<file path="src/tmb_defs.vh">
// register indices, field positions, reset values and prescaler terminal counts
// of the 16-bit timer/counter; included by every design file
`ifndef TMB_DEFS_VH
`define TMB_DEFS_VH

// ***********************************************************************
// register indices (byte address is four times the index)
// ***********************************************************************
`define TMB_IDX_CTRL 6'h06
`define TMB_IDX_RELOAD 6'h07
`define TMB_IDX_COUNT 6'h0a
`define TMB_IDX_COMPARE 6'h0b

// ***********************************************************************
// control register fields
// ***********************************************************************
`define TMB_B_CTSEL 15
`define TMB_B_OSET 12
`define TMB_B_OCLR 11
`define TMB_B_PSEL_HI 10
`define TMB_B_PSEL_LO 8
`define TMB_B_OVF 7
`define TMB_B_EXT 6
`define TMB_B_CKOE 5
`define TMB_B_DOWN_COUNT_ENABLE 4
`define TMB_B_EXEN 3
`define TMB_B_RUN 2
`define TMB_B_IE 1
`define TMB_B_CPSEL 0

// ***********************************************************************
// reset values
// ***********************************************************************
`define TMB_RST_16 16'h0000

// ***********************************************************************
// prescaler terminal counts (divide minus one)
// ***********************************************************************
`define TMB_PS_DIV1 10'h000
`define TMB_PS_DIV4 10'h003
`define TMB_PS_DIV16 10'h00f
`define TMB_PS_DIV64 10'h03f
`define TMB_PS_DIV256 10'h0ff
`define TMB_PS_DIV1024 10'h3ff

// ***********************************************************************
// bus answers
// ***********************************************************************
`define TMB_RESP_OKAY 2'b00
`define TMB_RESP_SLVERR 2'b10

`endif

</file>
<file path="src/tmb_prescale.v">
// clock prescaler: one-cycle tick every 1..1024 system clocks
// assumes sel is only changed while run is low
`timescale 1ns/1ps
`include "tmb_defs.vh"

module tmb_prescale (
    input wire clk,
    input wire rst,
    input wire run,
    input wire [2:0] sel,
    output wire tick
);

    reg [9:0] cnt_r;
    reg [9:0] term;

    always @* begin
        case (sel)
            3'b001: term = `TMB_PS_DIV4;
            3'b010: term = `TMB_PS_DIV16;
            3'b011: term = `TMB_PS_DIV64;
            3'b100: term = `TMB_PS_DIV256;
            3'b101: term = `TMB_PS_DIV1024;
            default: term = `TMB_PS_DIV1;
        endcase
    end

    assign tick = run && (cnt_r == term);

    always @(posedge clk or posedge rst) begin
        if (rst) begin
            cnt_r <= 10'h000;
        end else if (!run || cnt_r == term) begin
            cnt_r <= 10'h000;
        end else begin
            cnt_r <= cnt_r + 10'h001;
        end
    end

endmodule // tmb_prescale

</file>
<file path="src/tmb_axil.v">
// axi4-lite slave front end: one write and one read at a time
// assumes the core returns read data combinationally for rd_idx
`timescale 1ns/1ps
`include "tmb_defs.vh"

module tmb_axil #(
    parameter AW = 8
) (
    input wire clk,
    input wire rst,
    input wire [AW-1:0] s_axi_awaddr,
    input wire s_axi_awvalid,
    output reg s_axi_awready,
    input wire [31:0] s_axi_wdata,
    input wire [3:0] s_axi_wstrb,
    input wire s_axi_wvalid,
    output reg s_axi_wready,
    output reg [1:0] s_axi_bresp,
    output reg s_axi_bvalid,
    input wire s_axi_bready,
    input wire [AW-1:0] s_axi_araddr,
    input wire s_axi_arvalid,
    output reg s_axi_arready,
    output reg [31:0] s_axi_rdata,
    output reg [1:0] s_axi_rresp,
    output reg s_axi_rvalid,
    input wire s_axi_rready,
    output reg wr_pulse,
    output reg [5:0] wr_idx,
    output reg [31:0] wr_data,
    output reg [3:0] wr_strb,
    output wire [5:0] rd_idx,
    input wire [31:0] rd_data
);

    reg aw_held_r;
    reg w_held_r;
    wire [5:0] ar_idx = s_axi_araddr[7:2];

    function hit;
        input [5:0] idx;
        begin
            hit = (idx == `TMB_IDX_CTRL) || (idx == `TMB_IDX_RELOAD) ||
                (idx == `TMB_IDX_COUNT) || (idx == `TMB_IDX_COMPARE);
        end
    endfunction

    assign rd_idx = ar_idx;

    always @(posedge clk or posedge rst) begin
        if (rst) begin
            aw_held_r <= 1'b0;
            w_held_r <= 1'b0;
            s_axi_awready <= 1'b1;
            s_axi_wready <= 1'b1;
            s_axi_bvalid <= 1'b0;
            s_axi_bresp <= `TMB_RESP_OKAY;
            wr_pulse <= 1'b0;
            wr_idx <= 6'h00;
            wr_data <= 32'h00000000;
            wr_strb <= 4'h0;
            s_axi_arready <= 1'b1;
            s_axi_rvalid <= 1'b0;
            s_axi_rdata <= 32'h00000000;
            s_axi_rresp <= `TMB_RESP_OKAY;
        end else begin
            wr_pulse <= 1'b0;
            if (s_axi_awvalid && s_axi_awready) begin
                aw_held_r <= 1'b1;
                s_axi_awready <= 1'b0;
                wr_idx <= s_axi_awaddr[7:2];
            end
            if (s_axi_wvalid && s_axi_wready) begin
                w_held_r <= 1'b1;
                s_axi_wready <= 1'b0;
                wr_data <= s_axi_wdata;
                wr_strb <= s_axi_wstrb;
            end
            // both halves present: pulse the write and raise the answer in the same cycle
            if (aw_held_r && w_held_r && !s_axi_bvalid) begin
                wr_pulse <= hit(wr_idx);
                s_axi_bvalid <= 1'b1;
                s_axi_bresp <= hit(wr_idx) ? `TMB_RESP_OKAY :
                    `TMB_RESP_SLVERR;
                aw_held_r <= 1'b0;
                w_held_r <= 1'b0;
            end
            if (s_axi_bvalid && s_axi_bready) begin
                s_axi_bvalid <= 1'b0;
                s_axi_awready <= 1'b1;
                s_axi_wready <= 1'b1;
            end
            if (s_axi_arvalid && s_axi_arready) begin
                s_axi_arready <= 1'b0;
                s_axi_rvalid <= 1'b1;
                s_axi_rdata <= hit(ar_idx) ? rd_data : 32'h00000000;
                s_axi_rresp <= hit(ar_idx) ? `TMB_RESP_OKAY :
                    `TMB_RESP_SLVERR;
            end
            if (s_axi_rvalid && s_axi_rready) begin
                s_axi_rvalid <= 1'b0;
                s_axi_arready <= 1'b1;
            end
        end
    end

endmodule // tmb_axil

</file>
<file path="src/tmb_timer.v">
// 16-bit timer/counter with prescaler, capture/reload and compare
// registers behind an axi4-lite slave; pins are synchronous to clk
//
// The AXI4-Lite slave port was decided locally.
`timescale 1ns/1ps
`include "tmb_defs.vh"

module tmb_timer #(
    parameter AW = 8
) (
    input wire clk,
    input wire rst,
    input wire [AW-1:0] s_axi_awaddr,
    input wire s_axi_awvalid,
    output wire s_axi_awready,
    input wire [31:0] s_axi_wdata,
    input wire [3:0] s_axi_wstrb,
    input wire s_axi_wvalid,
    output wire s_axi_wready,
    output wire [1:0] s_axi_bresp,
    output wire s_axi_bvalid,
    input wire s_axi_bready,
    input wire [AW-1:0] s_axi_araddr,
    input wire s_axi_arvalid,
    output wire s_axi_arready,
    output wire [31:0] s_axi_rdata,
    output wire [1:0] s_axi_rresp,
    output wire s_axi_rvalid,
    input wire s_axi_rready,
    input wire count_input_pin_in,
    output reg count_input_pin_out,
    output reg count_input_pin_oe,
    input wire trigger_direction_pin_in,
    output reg trigger_direction_pin_out,
    output reg trigger_direction_pin_oe,
    output reg timer_irq_r
);

    // *******************************************************************
    // state
    // *******************************************************************
    reg counter_timer_select_r;
    reg output_set_mode_bit_r;
    reg output_clear_mode_bit_r;
    reg [2:0] prescaler_select_r;
    reg overflow_flag_r;
    reg external_trigger_flag_r;
    reg clock_output_enable_r;
    reg down_count_enable_r;
    reg external_pin_enable_r;
    reg run_control_r;
    reg interrupt_enable_r;
    reg capture_reload_select_r;
    reg [15:0] count_value_r;
    reg [15:0] capture_reload_value_r;
    reg [15:0] compare_value_r;
    reg trig_prev_r;
    reg cnt_prev_r;
    reg tri_up_r;
    reg pwm_r;

    wire wr_pulse;
    wire [5:0] wr_idx;
    wire [31:0] wr_data;
    wire [3:0] wr_strb;
    wire [5:0] rd_idx;
    reg [31:0] rd_data;
    wire presc_tick;

    // *******************************************************************
    // bus slave and prescaler
    // *******************************************************************
    tmb_axil #(
        .AW(AW)
    ) u_axil (
        .clk(clk),
        .rst(rst),
        .s_axi_awaddr(s_axi_awaddr),
        .s_axi_awvalid(s_axi_awvalid),
        .s_axi_awready(s_axi_awready),
        .s_axi_wdata(s_axi_wdata),
        .s_axi_wstrb(s_axi_wstrb),
        .s_axi_wvalid(s_axi_wvalid),
        .s_axi_wready(s_axi_wready),
        .s_axi_bresp(s_axi_bresp),
        .s_axi_bvalid(s_axi_bvalid),
        .s_axi_bready(s_axi_bready),
        .s_axi_araddr(s_axi_araddr),
        .s_axi_arvalid(s_axi_arvalid),
        .s_axi_arready(s_axi_arready),
        .s_axi_rdata(s_axi_rdata),
        .s_axi_rresp(s_axi_rresp),
        .s_axi_rvalid(s_axi_rvalid),
        .s_axi_rready(s_axi_rready),
        .wr_pulse(wr_pulse),
        .wr_idx(wr_idx),
        .wr_data(wr_data),
        .wr_strb(wr_strb),
        .rd_idx(rd_idx),
        .rd_data(rd_data)
    );

    tmb_prescale u_presc (
        .clk(clk),
        .rst(rst),
        .run(run_control_r),
        .sel(prescaler_select_r),
        .tick(presc_tick)
    );

    // *******************************************************************
    // register read view
    // *******************************************************************
    wire [15:0] ctrl_view = {counter_timer_select_r, 2'b00,
        output_set_mode_bit_r, output_clear_mode_bit_r, prescaler_select_r,
        overflow_flag_r, external_trigger_flag_r, clock_output_enable_r,
        down_count_enable_r, external_pin_enable_r, run_control_r,
        interrupt_enable_r, capture_reload_select_r};

    always @* begin
        case (rd_idx)
            `TMB_IDX_CTRL: rd_data = {16'h0000, ctrl_view};
            `TMB_IDX_RELOAD: rd_data = {16'h0000, capture_reload_value_r};
            `TMB_IDX_COUNT: rd_data = {16'h0000, count_value_r};
            `TMB_IDX_COMPARE: rd_data = {16'h0000, compare_value_r};
            default: rd_data = 32'h00000000;
        endcase
    end

    function [15:0] lane_merge;
        input [15:0] old;
        input [15:0] data;
        input [1:0] strb;
        begin
            lane_merge = {strb[1] ? data[15:8] : old[15:8],
                strb[0] ? data[7:0] : old[7:0]};
        end
    endfunction

    wire wr_ctrl = wr_pulse && (wr_idx == `TMB_IDX_CTRL);
    wire wr_rel = wr_pulse && (wr_idx == `TMB_IDX_RELOAD);
    wire wr_cnt = wr_pulse && (wr_idx == `TMB_IDX_COUNT);
    wire wr_cmp = wr_pulse && (wr_idx == `TMB_IDX_COMPARE);
    wire [15:0] ctrl_w = lane_merge(ctrl_view, wr_data[15:0], wr_strb[1:0]);

    // *******************************************************************
    // mode decode
    // *******************************************************************
    wire out_mode = (output_set_mode_bit_r | output_clear_mode_bit_r) &&
        !capture_reload_select_r;
    wire clk_out_mode = clock_output_enable_r &&
        !counter_timer_select_r;
    wire toggle_mode = !capture_reload_select_r && down_count_enable_r &&
        !out_mode;
    wire trig_fall = trig_prev_r & ~trigger_direction_pin_in;
    wire cnt_fall = cnt_prev_r & ~count_input_pin_in;
    wire step = run_control_r && (counter_timer_select_r ? cnt_fall :
        presc_tick);
    wire count_up = capture_reload_select_r || !down_count_enable_r ||
        (out_mode ? tri_up_r : trigger_direction_pin_in);
    wire pwm_init = output_clear_mode_bit_r && !output_set_mode_bit_r;

    // *******************************************************************
    // counter next state
    // *******************************************************************
    reg [15:0] count_nxt;
    reg roll;
    reg ext_reload;

    always @* begin
        count_nxt = count_value_r;
        roll = 1'b0;
        ext_reload = 1'b0;
        if (step) begin
            if (capture_reload_select_r) begin
                count_nxt = count_value_r + 16'h0001;
                roll = (count_value_r == 16'hffff);
            end else if (count_up) begin
                if (count_value_r == capture_reload_value_r) begin
                    roll = 1'b1;
                    count_nxt = (out_mode && down_count_enable_r) ?
                        count_value_r - 16'h0001 : 16'h0000;
                end else begin
                    count_nxt = count_value_r + 16'h0001;
                end
            end else begin
                if (count_value_r == 16'h0000) begin
                    roll = 1'b1;
                    count_nxt = out_mode ? 16'h0001 :
                        capture_reload_value_r;
                end else begin
                    count_nxt = count_value_r - 16'h0001;
                end
            end
        end
        // pin reload only when the pin is neither output nor direction
        if (external_pin_enable_r && trig_fall && !capture_reload_select_r &&
            !out_mode && !down_count_enable_r) begin
            ext_reload = 1'b1;
            count_nxt = 16'h0000;
        end
        if (wr_cnt) begin
            count_nxt = lane_merge(count_value_r, wr_data[15:0],
                wr_strb[1:0]);
        end
    end

    // *******************************************************************
    // compare output
    // *******************************************************************
    wire cmp_hit = step && out_mode &&
        (count_nxt == compare_value_r);
    reg pwm_nxt;

    always @* begin
        pwm_nxt = pwm_r;
        if (!out_mode) begin
            pwm_nxt = pwm_init;
        end else if (cmp_hit) begin
            case ({output_set_mode_bit_r, output_clear_mode_bit_r})
                2'b10: pwm_nxt = 1'b1;
                2'b01: pwm_nxt = 1'b0;
                2'b11: pwm_nxt = ~pwm_r;
                default: pwm_nxt = pwm_r;
            endcase
        end else if (roll && !down_count_enable_r) begin
            pwm_nxt = pwm_init;
        end
    end

    wire pwm_fall = pwm_r & ~pwm_nxt;

    // *******************************************************************
    // flag events
    // *******************************************************************
    wire capture_ev = external_pin_enable_r && trig_fall &&
        capture_reload_select_r;
    wire ext_set = capture_ev || ext_reload ||
        (external_pin_enable_r && out_mode && pwm_fall);
    wire ext_tog = toggle_mode && roll;
    wire ovf_nxt = roll | (wr_ctrl ? ctrl_w[`TMB_B_OVF] :
        overflow_flag_r);
    wire ext_base = wr_ctrl ? ctrl_w[`TMB_B_EXT] : external_trigger_flag_r;
    wire ext_nxt = ext_tog ? ~external_trigger_flag_r :
        (ext_set | ext_base);
    wire irq_nxt = interrupt_enable_r &&
        ((overflow_flag_r && !clk_out_mode) ||
        (external_trigger_flag_r && !toggle_mode));

    // *******************************************************************
    // registers
    // *******************************************************************
    always @(posedge clk or posedge rst) begin
        if (rst) begin
            counter_timer_select_r <= 1'b0;
            output_set_mode_bit_r <= 1'b0;
            output_clear_mode_bit_r <= 1'b0;
            prescaler_select_r <= 3'b000;
            overflow_flag_r <= 1'b0;
            external_trigger_flag_r <= 1'b0;
            clock_output_enable_r <= 1'b0;
            down_count_enable_r <= 1'b0;
            external_pin_enable_r <= 1'b0;
            run_control_r <= 1'b0;
            interrupt_enable_r <= 1'b0;
            capture_reload_select_r <= 1'b0;
            count_value_r <= `TMB_RST_16;
            capture_reload_value_r <= `TMB_RST_16;
            compare_value_r <= `TMB_RST_16;
            trig_prev_r <= 1'b0;
            cnt_prev_r <= 1'b0;
            tri_up_r <= 1'b1;
            pwm_r <= 1'b0;
            count_input_pin_out <= 1'b0;
            count_input_pin_oe <= 1'b0;
            trigger_direction_pin_out <= 1'b0;
            trigger_direction_pin_oe <= 1'b0;
            timer_irq_r <= 1'b0;
        end else begin
            if (wr_ctrl) begin
                counter_timer_select_r <= ctrl_w[`TMB_B_CTSEL];
                output_set_mode_bit_r <= ctrl_w[`TMB_B_OSET];
                output_clear_mode_bit_r <= ctrl_w[`TMB_B_OCLR];
                prescaler_select_r <=
                    ctrl_w[`TMB_B_PSEL_HI:`TMB_B_PSEL_LO];
                clock_output_enable_r <= ctrl_w[`TMB_B_CKOE];
                down_count_enable_r <= ctrl_w[`TMB_B_DOWN_COUNT_ENABLE];
                external_pin_enable_r <= ctrl_w[`TMB_B_EXEN];
                run_control_r <= ctrl_w[`TMB_B_RUN];
                interrupt_enable_r <= ctrl_w[`TMB_B_IE];
                capture_reload_select_r <= ctrl_w[`TMB_B_CPSEL];
            end
            overflow_flag_r <= ovf_nxt;
            external_trigger_flag_r <= ext_nxt;
            count_value_r <= count_nxt;
            if (capture_ev) begin
                capture_reload_value_r <= count_value_r;
            end else if (wr_rel) begin
                capture_reload_value_r <= lane_merge(capture_reload_value_r,
                    wr_data[15:0], wr_strb[1:0]);
            end
            if (wr_cmp) begin
                compare_value_r <= lane_merge(compare_value_r,
                    wr_data[15:0], wr_strb[1:0]);
            end
            trig_prev_r <= trigger_direction_pin_in;
            cnt_prev_r <= count_input_pin_in;
            if (!(out_mode && down_count_enable_r)) begin
                tri_up_r <= 1'b1;
            end else if (step && roll) begin
                tri_up_r <= ~tri_up_r;
            end
            pwm_r <= pwm_nxt;
            // clock output: pin toggles at every rollover
            if (!clk_out_mode) begin
                count_input_pin_out <= 1'b0;
            end else if (roll) begin
                count_input_pin_out <= ~count_input_pin_out;
            end
            count_input_pin_oe <= clk_out_mode;
            trigger_direction_pin_out <= pwm_nxt;
            trigger_direction_pin_oe <= out_mode;
            timer_irq_r <= irq_nxt;
        end
    end

endmodule // tmb_timer

</file>
<file path="config.mk">
export PLATFORM = sky130hd
export DESIGN_NAME = tmb_timer
export DESIGN_NICKNAME = d
export VERILOG_FILES = /design/src/tmb_prescale.v /design/src/tmb_axil.v /design/src/tmb_timer.v
export VERILOG_INCLUDE_DIRS = /design/src
export SDC_FILE = /design/constraint.sdc
export NUM_CORES = 1
export LEC_CHECK = 0
export BUFFER_PORTS_ARGS = -buffer_cell sky130_fd_sc_hd__buf_4
export CAP_MARGIN = 5
export CORE_MARGIN = 2
export CORE_UTILIZATION = 63
export DETAILED_ROUTE_END_ITERATION = 8
export PLACE_DENSITY = 0.85
export SLEW_MARGIN = 10
export SYNTH_ARGS = -nofsm -noshare
export SYNTH_HDL_FRONTEND = slang
export SYNTH_SLANG_ARGS = --single-unit
</file>
<file path="constraint.sdc">
create_clock -name clk -period 9.2 [get_ports clk]
set_input_delay 0.46 -clock clk [delete_from_list [all_inputs] [get_ports clk]]
set_output_delay 0.46 -clock clk [all_outputs]
set_load 0.05 [all_outputs]
</file>
Word-level counts from Yosys, hierarchy flattened
Cells that the tools add are included.
{"block": "totals", "regBits": 148, "in_bits": 61, "output_inout_bits": 46, "wordCells": 205}
{"block": "op_classes", "addsub": 3, "n_eq_ne": 22, "mux": 56, "bitwise": 13, "n_reduce_logical": 71}
{"op": "$mux W16", "count": 12}
{"op": "$pmux W16 S4", "count": 1}
{"op": "$pmux W10 S5", "count": 1}
{"op": "$mux W8", "count": 5}
{"op": "$logic_and A1 B1 Y1", "count": 34}
{"op": "$mux W1", "count": 33}
{"op": "$eq A16 B16 Y1", "count": 2}
{"op": "$eq A6 B3 Y1 const B", "count": 4}
{"op": "$eq A6 B4 Y1 const B", "count": 4}
{"op": "$reduce_bool A2 Y1", "count": 9}
{"op": "$add A16 B1 Y16 const B", "count": 1}
{"op": "$eq A16 B16 Y1 const B", "count": 1}
{"op": "$logic_not A16 Y1", "count": 1}
{"op": "$sub A16 B1 Y16 const B", "count": 1}
{"op": "$logic_or A1 B1 Y1", "count": 12}
{"op": "$reduce_and A2 Y1", "count": 6}
{"op": "$add A10 B1 Y10 const B", "count": 1}
{"op": "$eq A10 B10 Y1", "count": 1}
{"op": "$mux W10", "count": 1}
{"op": "$logic_not A1 Y1", "count": 9}
{"op": "$not A1 Y1", "count": 7}
{"op": "$eq A3 B2 Y1 const B", "count": 2}
{"op": "$eq A3 B3 Y1 const B", "count": 2}
{"op": "$eq A2 B2 Y1 const B", "count": 2}
{"op": "other kinds (7)", "count": 13}

Longest topological paths before layout
Gate-level depths: netlist of the first run.
{"block": "logic_depth", "depth_word": 20, "mapped_depth": 17, "depth_no_buf": 13}

Hierarchy
A second synthesis of the first run with hierarchy kept.
{"block": "hier_totals", "hier_cells": 1030, "area_unflattened_um2": 9858.2}
{"module": "tmb_timer", "n_inst": 1, "cells_each": 685, "area_per_inst_um2": 5899.4, "seq_area_each_um2": 1752.9}
{"module": "tmb_axil", "n_inst": 1, "cells_each": 274, "area_per_inst_um2": 3301.9, "seq_area_each_um2": 2105.8}
{"module": "tmb_prescale", "n_inst": 1, "cells_each": 71, "area_per_inst_um2": 656.9, "seq_area_each_um2": 250.2}

Worst setup path before layout of the first run
OpenSTA, ideal clock, no wires.
{"block": "synth_timing", "kind": "reg2reg", "from": "reg count_value_r[0]", "to": "reg external_trigger_flag_r", "t_arrival_ns": 3.226, "t_required_ns": 9.075, "setup_slack_ns": 5.849, "path_stages_with_launch": 17, "path_cell_list": "dfrtp_1 clkbuf_1 inv_1 ha_1 nor4b_1 and4_1 clkbuf_1 and2_1 buf_2 buf_4 a221o_1 a211o_1 a32o_1 a211oi_2 nand4_2 mux2i_1 o21ai_1"}
{"block": "synth_via", "elab_chain_len": 18}
{"item": "from (decl)", "line": "tmb_timer.v:54", "source": "reg [15:0] count_value_r;"}
{"item": "from (signal assigned)", "line": "tmb_timer.v:267", "source": "count_value_r <= `TMB_RST_16;"}
{"item": "from (signal assigned)", "line": "tmb_timer.v:295", "source": "count_value_r <= count_nxt;"}
{"item": "$sub A16 B1 Y16", "line": "tmb_timer.v:182, tmb_timer.v:192"}
{"item": "$mux W16", "line": "tmb_timer.v:181", "source": "count_nxt = (out_mode && down_count_enable_r) ?"}
{"item": "$mux W16", "line": "tmb_timer.v:179", "source": "if (count_value_r == capture_reload_value_r) begin"}
{"item": "$mux W16", "line": "tmb_timer.v:178", "source": "end else if (count_up) begin"}
{"item": "$mux W16", "line": "tmb_timer.v:175", "source": "if (capture_reload_select_r) begin"}
{"item": "$mux W16", "line": "tmb_timer.v:174", "source": "if (step) begin"}
{"item": "$mux W16", "line": "tmb_timer.v:197", "source": "if (external_pin_enable_r && trig_fall && !capture_reload_select_r &&"}
{"item": "$mux W16", "line": "tmb_timer.v:202", "source": "if (wr_cnt) begin"}
{"item": "[3 not listed]"}
{"item": "$mux W1", "line": "tmb_timer.v:217", "source": "if (!out_mode) begin"}
{"item": "$not A1 Y1", "line": "tmb_timer.v:231", "source": "wire pwm_fall = pwm_r & ~pwm_nxt;"}
{"item": "$and A1 B1 Y1", "line": "tmb_timer.v:231"}
{"item": "$logic_and A1 B1 Y1", "line": "tmb_timer.v:239", "source": "(external_pin_enable_r && out_mode && pwm_fall);"}
{"item": "$logic_or A1 B1 Y1", "line": "tmb_timer.v:238", "source": "wire ext_set = capture_ev || ext_reload ||"}
{"item": "$or A1 B1 Y1", "line": "tmb_timer.v:245", "source": "(ext_set | ext_base);"}
{"item": "$mux W1 *", "line": "tmb_timer.v:244", "source": "wire ext_nxt = ext_tog ? ~external_trigger_flag_r :"}
{"item": "net ext_nxt", "line": "tmb_timer.v:244"}
{"item": "to (signal assigned)", "line": "tmb_timer.v:294", "source": "external_trigger_flag_r <= ext_nxt;"}
{"item": "to (decl)", "line": "tmb_timer.v:47", "source": "reg external_trigger_flag_r;"}
Mark *: on every way through the listed nets, which the timed path passes. The rest lies on a longest branch.
A chain may end at the register's enable or synchronous reset.

Worst setup path in the final report of the first run
{"block": "layout_timing", "from": "reg count_value_r[5]", "to": "reg external_trigger_flag_r"}
Same word-level chain as after synthesis.

==> out/qor.log, run 1 <==
qor: sta.timing_max_transition_violations_final 0
qor: final_layout.seqCellArea 0.003258 mm²
qor: logic_synthesis.ys_ff_latch 130
qor: sta.final.setup.worst_slack 4.709 ns
qor: logic_synthesis.synth_enable_flop_cells 0
qor: die.core.rowCount 41
qor: placed_design.dp_hpwl 17,870 µm
qor: die.floorplan.die.height 117.7 µm
qor: pwr.p_leak 3.902 nW
qor: detailed_routing.routed_via_density 6.916
qor: placed_design.port_buffers 66
qor: sta.crit_path_time_final 4.491 ns
qor: clocking.cts.sinks 130
qor: clocking.h-tree-depth 4
qor: die.fp.dieArea 0.01385 mm²
qor: status.violations_in_the_final_reports DRC
qor: sta.timing_hold_violations_final 0
qor: min_path.hold-path-endpoint cnt_prev_r$_DFF_PP0_
qor: worst_setup_path.r2r_start count_value_r[5]$_DFF_PP0_
qor: pwr.power.ir.vdd_worst 241.5 µV
qor: final_layout.layout_common_cells sky130_fd_sc_hd__dfrtp_1, sky130_fd_sc_hd__nand2_1, sky130_fd_sc_hd__nor2_1
qor: detailed_routing.avgRoutedWirePerCell 23.94 µm
qor: detailed_routing.wl 26,000 µm
qor: worst_setup_path.timing.reg2reg.setup_slack 4.71 ns
qor: grt.initial_antenna_violation_count 1
qor: run.max-cap-violations 0
qor: detailed_routing.drt_drc_violations_left 1
qor: clocking.cts.repair_timing.setup_buffer_count 0
qor: min_path.timing.hold.worst.start count_input_pin_in
qor: logic_synthesis.synthFlopType sky130_fd_sc_hd__dfrtp_1
qor: min_path.timing.hold.worst.class input port to flip-flop
qor: logic_synthesis.synthArstFlopShare 1.000
qor: logic_synthesis.seq_area_frac_synth 0.4002
qor: sta.max_clock_freq 222.6 MHz
qor: grt.grt_pass1_vias 7,134
qor: detailed_routing.post_route_antenna_net_violation_count 0
qor: die.core_area 0.01262 mm²
qor: logic_synthesis.postSynthAreaPerCell 9.325 µm²
qor: detailed_routing.drc_violation_total_after_the_first_tritonroute_iteration 1,028
qor: clocking.cts_hold_repair.buffers 0
qor: final_layout.multiInputGateArea 0.004517 mm²
qor: clocking.tritoncts done
qor: grt.grt_remaining_overflow 0
qor: worst_setup_path.r2r.worst_path.cells 11
qor: placed_design.gpl.final_weighted_congestion 1.072
qor: sta.final.setup_skew 0.01061 ns
qor: placed_design.pre_cts_slack 4.885 ns
qor: worst_setup_path.critical_path_arrival 4.80 ns
qor: min_path.hold_path_cells 1
qor: final_layout.post-route-cell-area 0.009150 mm²
qor: final_layout.nNetsFinal 967
qor: logic_synthesis.ys.warnings.count 0
qor: worst_setup_path.critPathMaxFanout 15
qor: final_layout.final_common_cell sky130_fd_sc_hd__dfrtp_1
qor: sta.total_setup_violations_reported_at_the_end_of_the_flow 0
qor: worst_setup_path.start_kind flip-flop
qor: clocking.clock_insertion_delay_worst_skew 0.43 ns
qor: clocking.tritoncts.num_buffers 17
qor: pwr.power_density 221.8 mW/mm²
qor: grt.grt_pass1_wl 40,440 µm
qor: clocking.clock_path_buffers 2
qor: worst_setup_path.regToRegEndpoint external_trigger_flag_r$_DFF_PP0_
qor: grt.grt_start_max_net_pins 69
qor: die.floorplan.die.width 117.7 µm
qor: sta.tightest_slew 1.374 ns
qor: die.design.portCount 107
qor: sta.slew_headroom 0.08059
qor: worst_setup_path.cp.required 9.51 ns
qor: logic_synthesis.ys_types 74
qor: worst_setup_path.timing_worst_setup_path_type flip-flop to flip-flop
qor: status.outcome complete, but fails checks
qor: worst_setup_path.end_kind flip-flop
qor: sta.setup_tns 0 ns
qor: placed_design.placement.cell_area 0.008571 mm²
qor: detailed_routing.drtPass1Iterations 9
qor: clocking.cts_resized 0
qor: sta.rsz0062_at_grt false
qor: die.initial_core_util 0.6451
qor: sta.final_min_period_over_clock_period 0.4882
qor: clocking.clk_root_buffer_cell sky130_fd_sc_hd__clkbuf_16
qor: detailed_routing.via_count 7,511
qor: logic_synthesis.synth_cells 873
qor: clocking.clk_pin_slew 0.06 ns
qor: final_layout.drive_above_1_share 0.1873
qor: final_layout.n_fill_cell 925
qor: logic_synthesis.post_synth_instance_area 0.008140 mm²
qor: final_layout.area.growth.synth_to_final 12.40%
qor: grt.grt_util_all_layers 0.3768
## cell usage after synthesis, types with 4 or more instances
cell | n | share of area
sky130_fd_sc_hd__a22o_1 | 16 | 0.017
sky130_fd_sc_hd__nand3b_1 | 6 | 0.0055
sky130_fd_sc_hd__nor4bb_1 | 5 | 0.0061
sky130_fd_sc_hd__a22oi_1 | 9 | 0.0083
sky130_fd_sc_hd__xnor2_1 | 13 | 0.014
sky130_fd_sc_hd__dfstp_2 | 4 | 0.013
sky130_fd_sc_hd__o211ai_1 | 10 | 0.0092
sky130_fd_sc_hd__o21ai_0 | 41 | 0.025
sky130_fd_sc_hd__or4_1 | 8 | 0.0074
sky130_fd_sc_hd__a31oi_1 | 9 | 0.0069
sky130_fd_sc_hd__ha_1 | 6 | 0.0092
sky130_fd_sc_hd__or2_2 | 4 | 0.0031
sky130_fd_sc_hd__dfrtp_1 | 126 | 0.39
sky130_fd_sc_hd__nand3_1 | 32 | 0.020
sky130_fd_sc_hd__and3_1 | 9 | 0.0069
sky130_fd_sc_hd__clkbuf_1 | 46 | 0.021
sky130_fd_sc_hd__or3_1 | 15 | 0.012
sky130_fd_sc_hd__nor4_1 | 7 | 0.0054
sky130_fd_sc_hd__a211oi_1 | 9 | 0.0083
sky130_fd_sc_hd__nand2_1 | 73 | 0.034
sky130_fd_sc_hd__inv_1 | 18 | 0.0083
sky130_fd_sc_hd__mux2_2 | 51 | 0.071
sky130_fd_sc_hd__and4_1 | 5 | 0.0054
sky130_fd_sc_hd__nor2b_1 | 5 | 0.0038
sky130_fd_sc_hd__a221oi_1 | 16 | 0.017
sky130_fd_sc_hd__nand2b_1 | 7 | 0.0054
sky130_fd_sc_hd__buf_2 | 6 | 0.0037
sky130_fd_sc_hd__nor3_1 | 11 | 0.0068
sky130_fd_sc_hd__xor2_1 | 35 | 0.038
sky130_fd_sc_hd__nand4_1 | 9 | 0.0069
sky130_fd_sc_hd__nor2_1 | 73 | 0.034
sky130_fd_sc_hd__buf_1 | 6 | 0.0028
sky130_fd_sc_hd__a221o_1 | 4 | 0.0049
sky130_fd_sc_hd__o22ai_1 | 12 | 0.0092
sky130_fd_sc_hd__and2_1 | 8 | 0.0061
sky130_fd_sc_hd__a21oi_1 | 39 | 0.024
sky130_fd_sc_hd__buf_4 | 19 | 0.018
sky130_fd_sc_hd__mux2i_1 | 43 | 0.053
## through the flow
stage               power (mW)  hold slack (ns)  utilization  cells
CTS                      2.006           0.1402       0.7249   1085
global placement         1.328           0.4670       0.6792   1053
floorplan                1.181           0.4716            -    890
global route             2.094           0.1377       0.7249   1085
finish                   2.030           0.1490       0.7251   1086
detailed placement       1.343           0.4760       0.6792   1053
## cells by family after synthesis
family	share of synthesized area
flops	0.4002
mux	0.1234
simple gates	0.1866
xor+xnor	0.05164
buf+inv	0.05349
other cells	0.0004607
fa+ha+maj	0.009222
compound gates	0.1749
## per-layer routing
layer  GRT usage  vias up  wire (µm)
met5           0        -          0
met4      0.2003        0       1277
met3     0.09302      118       3123
met2      0.5629      560      11790
met1      0.5075     3605       9813
li1            -     3228          -
## worst max-delay path by stage
stage          cells past startpoint  slack, ns                                   to                        from
2_1_floorplan                      1       5.28  capture_reload_select_r$_DFFE_PP0P_                         rst
3_3_place_gp                      11       4.86    external_trigger_flag_r$_DFF_PP0_  count_value_r[5]$_DFF_PP0_
3_5_place_dp                      11       4.89    external_trigger_flag_r$_DFF_PP0_  count_value_r[5]$_DFF_PP0_
4_1_cts                           11       4.87    external_trigger_flag_r$_DFF_PP0_  count_value_r[5]$_DFF_PP0_
5_1_grt                           11       4.58    external_trigger_flag_r$_DFF_PP0_  count_value_r[5]$_DFF_PP0_
6_report                          11       4.71    external_trigger_flag_r$_DFF_PP0_  count_value_r[5]$_DFF_PP0_
## power by group
part	total [mW]	leakage, nW	internal, mW	switching (mW)
clock	0.660	0.279	0.391	0.269
sequential	0.873	1.58	0.662	0.211
combinational	0.497	2.04	0.222	0.275
## worst max-delay path: stages, from the launching register on
cell,delay (ns)
sky130_fd_sc_hd__dfrtp_1,0.62
sky130_fd_sc_hd__or4_1,0.77
sky130_fd_sc_hd__nor4b_4,0.62
sky130_fd_sc_hd__and2_1,0.61
sky130_fd_sc_hd__nand3_1,0.19
sky130_fd_sc_hd__o211ai_1,0.31
sky130_fd_sc_hd__mux2i_1,0.32
sky130_fd_sc_hd__o311ai_1,0.18
sky130_fd_sc_hd__nor4_2,0.26
sky130_fd_sc_hd__nand4_2,0.22
sky130_fd_sc_hd__mux2i_1,0.20
sky130_fd_sc_hd__o21ai_1,0.07
## final cells by class
| type | count | area share |
|---|---|---|
| multi-input combinational | 665 | 0.4936 |
| sequential | 130 | 0.3561 |
| timing repair buffer | 68 | 0.05579 |
| clock buffer | 20 | 0.04991 |
| tap | 172 | 0.02352 |
| clock inverter | 12 | 0.01313 |
| inverter | 18 | 0.007658 |
| antenna | 1 | 0.0002735 |
## registers in the layout (all words and copies together) (netlist names), 3 cells and up
| signal | count |
|---|---|
| prescaler_select_r | 3 |
| u_axil.wr_data | 16 |
| u_presc.cnt_r | 10 |
| capture_reload_value_r | 16 |
| compare_value_r | 16 |
| u_axil.wr_idx | 6 |
| count_value_r | 16 |
| u_axil.s_axi_rdata | 16 |
(Power assumes the default switching activity.)
==> run 2: changes to the inputs <==
Settings changed: ABC_AREA set to 1, CORE_UTILIZATION 63 to 59, PLACE_DENSITY 0.85 to 0.8.
Clock period 9.2 ns to 4.4 ns, I/O delays scaled along.
==> run 2 against run 1 <==
The run ends with hold timing left. Routed wire length decreased by 5.3%. Combinational power increased to 3.4 times the previous value. Fmax increased by 24%. Clock skew about the same. Clock power increased by 120%. Cell count increased by 34%. Core utilization decreased by 4.3 points. Total power increased by 140%. Synthesized cell count increased by 39%. Hold slack got worse by 0.15 ns. Largest cell class unchanged.
==> out/qor.log, run 2 <==
qor: clocking.tritoncts.num_buffers 17 [unchanged]
qor: clocking.cts_resized 0 [unchanged]
qor: pwr.power_density 503.5 mW/mm² [+130%]
qor: clocking.clk_pin_slew 0.06 ns [about the same]
qor: detailed_routing.post_route_antenna_net_violation_count 0 [unchanged]
qor: sta.final.setup_skew 0.01047 ns [-0.0001323 ns]
qor: die.floorplan.die.width 123.6 µm [+5.1%]
qor: placed_design.placement.cell_area 0.008813 mm² [+2.8%]
qor: clocking.h-tree-depth 4 [unchanged]
qor: clocking.clk_root_buffer_cell sky130_fd_sc_hd__clkbuf_16
qor: pwr.power.ir.vdd_worst 336.3 µV [+39%]
qor: logic_synthesis.ys.warnings.count 0 [unchanged]
qor: die.fp.dieArea 0.01528 mm² [+10%]
qor: logic_synthesis.synth_enable_flop_cells 0 [unchanged]
qor: status.outcome complete, but fails checks
qor: sta.total_setup_violations_reported_at_the_end_of_the_flow 0 [unchanged]
qor: min_path.hold_path_cells 3 [+2]
qor: clocking.cts.repair_timing.setup_buffer_count 0 [unchanged]
qor: status.violations_in_the_final_reports hold timing
qor: sta.final_min_period_over_clock_period 0.8232 [+0.3350]
qor: final_layout.layout_common_cells sky130_fd_sc_hd__nand2_1, sky130_fd_sc_hd__dfrtp_1, sky130_fd_sc_hd__o21ai_0
qor: sta.slew_headroom 0.3852 [+0.3046]
qor: logic_synthesis.postSynthAreaPerCell 6.948 µm² [-25%]
qor: final_layout.area.growth.synth_to_final 12.51% [about the same]
qor: grt.initial_antenna_violation_count 0 [-1]
qor: logic_synthesis.ys_ff_latch 130 [unchanged]
qor: logic_synthesis.synthFlopType sky130_fd_sc_hd__dfrtp_1
qor: grt.grt_start_max_net_pins 77 [+12%]
qor: sta.setup_tns 0 ns [unchanged]
qor: final_layout.multiInputGateArea 0.004240 mm² [-6.1%]
qor: worst_setup_path.start_kind flip-flop
qor: die.design.portCount 107 [unchanged]
qor: detailed_routing.drc_violation_total_after_the_first_tritonroute_iteration 1,175 [+14%]
qor: grt.grt_pass1_wl 40,050 µm [-0.97%]
qor: clocking.clock_insertion_delay_worst_skew 0.43 ns [about the same]
qor: logic_synthesis.ys_types 48 [-35%]
qor: logic_synthesis.most_common_cell_in_the_synthesized_netlist sky130_fd_sc_hd__nand2_1
qor: worst_setup_path.r2r.worst_path.cells 23 [+12]
qor: final_layout.nNetsFinal 1,333 [+38%]
qor: logic_synthesis.seq_area_frac_synth 0.3859 [-0.01430]
qor: final_layout.diodes_inserted 0 [-1]
qor: placed_design.port_buffers 66 [unchanged]
qor: final_layout.n_fill_cell 1,180 [+28%]
qor: worst_setup_path.cp.required 4.71 ns [-4.80 ns]
qor: pwr.fin_total_pwr 4.782 mW [+140%]
qor: logic_synthesis.synth_cells 1,215 [+39%]
qor: detailed_routing.wl 24,630 µm [-5.3%]
qor: final_layout.seqCellArea 0.003258 mm² [unchanged]
qor: die.floorplan.die.height 123.6 µm [+5.1%]
qor: min_path.hold-path-endpoint u_axil.wr_idx[4]$_DFFE_PP0P_
qor: grt.grt_pass1_vias 7,735 [+8.4%]
qor: sta.crit_path_time_final 3.622 ns [-0.8693 ns]
qor: logic_synthesis.synthArstFlopShare 1.000 [unchanged]
qor: clocking.clock_path_buffers 2 [unchanged]
qor: grt.grt_util_all_layers 0.3458 [-0.03094]
qor: die.core_area 0.01393 mm² [+10%]
qor: placed_design.gpl.final_weighted_congestion 0.9829 [-8.3%]
qor: die.core.rowCount 43 [+4.9%]
qor: final_layout.final_common_cell sky130_fd_sc_hd__nand2_1
qor: logic_synthesis.cell_type_contributing_the_most_total_cell_area_after_synthesis sky130_fd_sc_hd__dfrtp_1
qor: final_layout.drive_above_1_share 0.1446 [-0.04265]
qor: sta.timing_max_transition_violations_final 0 [unchanged]
qor: min_path.timing.hold.worst.class input port to flip-flop
qor: clocking.tritoncts done
qor: worst_setup_path.r2r_start prescaler_select_r[1]$_DFFE_PP0P_
qor: logic_synthesis.synth_top_area_frac 0.3735 [-0.01384]
qor: clocking.cts.sinks 130 [unchanged]
qor: worst_setup_path.end_kind flip-flop
qor: sta.timing_hold_violations_final 5 [+5]
qor: worst_setup_path.timing.reg2reg.setup_slack 0.78 ns [-3.93 ns]
qor: die.initial_core_util 0.6058 [-0.03923]
qor: worst_setup_path.timing_worst_setup_path_type flip-flop to flip-flop
qor: placed_design.dp_hpwl 17,810 µm [-0.35%]
qor: detailed_routing.avgRoutedWirePerCell 16.88 µm [-29%]
qor: placed_design.pre_cts_slack 1.029 ns [-3.857 ns]
qor: min_path.timing.hold.worst.start s_axi_awaddr[6]
qor: sta.rsz0062_at_grt false
qor: pwr.p_leak 4.795 nW [+23%]
qor: logic_synthesis.post_synth_most_frequent_cells sky130_fd_sc_hd__nand2_1, sky130_fd_sc_hd__dfrtp_1, sky130_fd_sc_hd__o21ai_0, sky130_fd_sc_hd__inv_1, sky130_fd_sc_hd__nor2_1
qor: worst_setup_path.critical_path_arrival 3.93 ns [-0.87 ns]
qor: worst_setup_path.regToRegEndpoint external_trigger_flag_r$_DFF_PP0_
qor: logic_synthesis.ys_top_cells_by_area sky130_fd_sc_hd__dfrtp_1, sky130_fd_sc_hd__nand2_1, sky130_fd_sc_hd__o21ai_0
qor: final_layout.post-route-cell-area 0.009498 mm² [+3.8%]
qor: run.max-cap-violations 0 [unchanged]
qor: detailed_routing.drt_drc_violations_left 0 [-1]
qor: detailed_routing.drtPass1Iterations 8 [-1]
qor: detailed_routing.routed_via_density 5.751 [-17%]
qor: sta.final.setup.worst_slack 0.7779 ns [-3.931 ns]
qor: sta.worst_hold_slack -0.003885 ns [-0.1529 ns]
qor: worst_setup_path.critPathMaxFanout 11 [-4]
qor: sta.tightest_slew 0.9138 ns [-0.4602 ns]
qor: sta.max_clock_freq 276.1 MHz [+24%]
qor: detailed_routing.via_count 8,390 [+12%]
qor: grt.grt_remaining_overflow 0 [unchanged]
qor: logic_synthesis.post_synth_instance_area 0.008442 mm² [+3.7%]
[run 2: changes by cell type after synthesis, moves of 21 or more]
| cell | before | now |
|---|---|---|
| sky130_fd_sc_hd__inv_1 | 18 | 115 |
| sky130_fd_sc_hd__nand2_1 | 73 | 416 |
| sky130_fd_sc_hd__inv_2 | 0 | 21 |
| sky130_fd_sc_hd__o21ai_0 | 41 | 119 |
| sky130_fd_sc_hd__mux2_2 | 51 | 1 |
| sky130_fd_sc_hd__clkbuf_1 | 46 | 22 |
| sky130_fd_sc_hd__nand3_1 | 32 | 61 |
| sky130_fd_sc_hd__mux2i_1 | 43 | 0 |
[run 2: logic make-up after synthesis]
group                    after synthesis  share of synthesized area
AND/OR/NAND/NOR                      630                     0.3179
XOR/XNOR                              24                    0.02490
other                                  1                  0.0004442
adder cells (fa/ha/maj)                6                   0.008893
flip-flops                           130                     0.3859
buffers and inverters                209                     0.1193
multiplexers                           1                   0.001334
AO/OA/AOI/OAI                        214                     0.1412
[run 2: worst max path at each step]
stage / from / end / slack [ns]
final: prescaler_select_r[1]$_DFFE_PP0P_ / external_trigger_flag_r$_DFF_PP0_ / 0.78
after global routing: prescaler_select_r[1]$_DFFE_PP0P_ / external_trigger_flag_r$_DFF_PP0_ / 0.59
after CTS: prescaler_select_r[1]$_DFFE_PP0P_ / external_trigger_flag_r$_DFF_PP0_ / 0.89
after detailed placement: prescaler_select_r[1]$_DFFE_PP0P_ / external_trigger_flag_r$_DFF_PP0_ / 1.03
after global placement: prescaler_select_r[1]$_DFFE_PP0P_ / external_trigger_flag_r$_DFF_PP0_ / 1.06
after floorplan: rst / capture_reload_select_r$_DFFE_PP0P_ / 0.72
[run 2: per-stage QoR]
step | utilization | cells
floorplan | - | 1232
global placement | 0.6325 | 1418
detailed placement | 0.6325 | 1418
CTS | 0.6816 | 1459
global route | 0.6816 | 1459
finish | 0.6816 | 1459
[run 2: critical path, cell delays in order (launching register included)]
cell	delay, ns
sky130_fd_sc_hd__dfrtp_1	0.41
sky130_fd_sc_hd__inv_2	0.08
sky130_fd_sc_hd__ha_1	0.36
sky130_fd_sc_hd__nor2_1	0.18
sky130_fd_sc_hd__nand3b_1	0.10
sky130_fd_sc_hd__nand2_1	0.09
sky130_fd_sc_hd__nand2_1	0.07
sky130_fd_sc_hd__inv_2	0.05
sky130_fd_sc_hd__nand3_1	0.14
sky130_fd_sc_hd__a21oi_2	0.69
sky130_fd_sc_hd__buf_4	0.25
sky130_fd_sc_hd__nand2_1	0.06
sky130_fd_sc_hd__nand2_1	0.10
sky130_fd_sc_hd__nand2_1	0.09
sky130_fd_sc_hd__nand2_1	0.06
sky130_fd_sc_hd__nand2_1	0.08
sky130_fd_sc_hd__nor2_1	0.15
sky130_fd_sc_hd__inv_1	0.05
sky130_fd_sc_hd__nor2_1	0.09
sky130_fd_sc_hd__nand3_1	0.08
sky130_fd_sc_hd__nand2_1	0.08
sky130_fd_sc_hd__nand3_2	0.09
sky130_fd_sc_hd__nand3_2	0.09
sky130_fd_sc_hd__a21oi_2	0.05
[run 2: layout make-up]
class                   count  area share
clock inverters            11     0.01199
flip-flops and latches    130      0.3430
clock buffers              21     0.05059
well taps                 180     0.02371
inverters                 144     0.05862
multi-input cells         893      0.4465
repair buffers             80     0.06560
[run 2: metal layers]
layer / share of wire / GRT usage / up-vias
met3: 0.10 / 0.06685 / 89
met5: 0 / 0 / -
met4: 0.039 / 0.1697 / 0
met2: 0.45 / 0.5144 / 511
met1: 0.41 / 0.4861 / 3841
li1: - / - / 3949
[run 2: report_power, final]
part	total (mW)	internal (mW)	switching [mW]
registers	1.66	1.40	0.259
logic	1.71	0.521	1.19
clock network	1.42	0.851	0.567
[run 2: timing repair]
item | 4_1_cts | 5_1_grt
setup endpoints to repair | 0 | 0
hold buffers | 9 | 0
endpoints found under the hold margin | 9 | 0
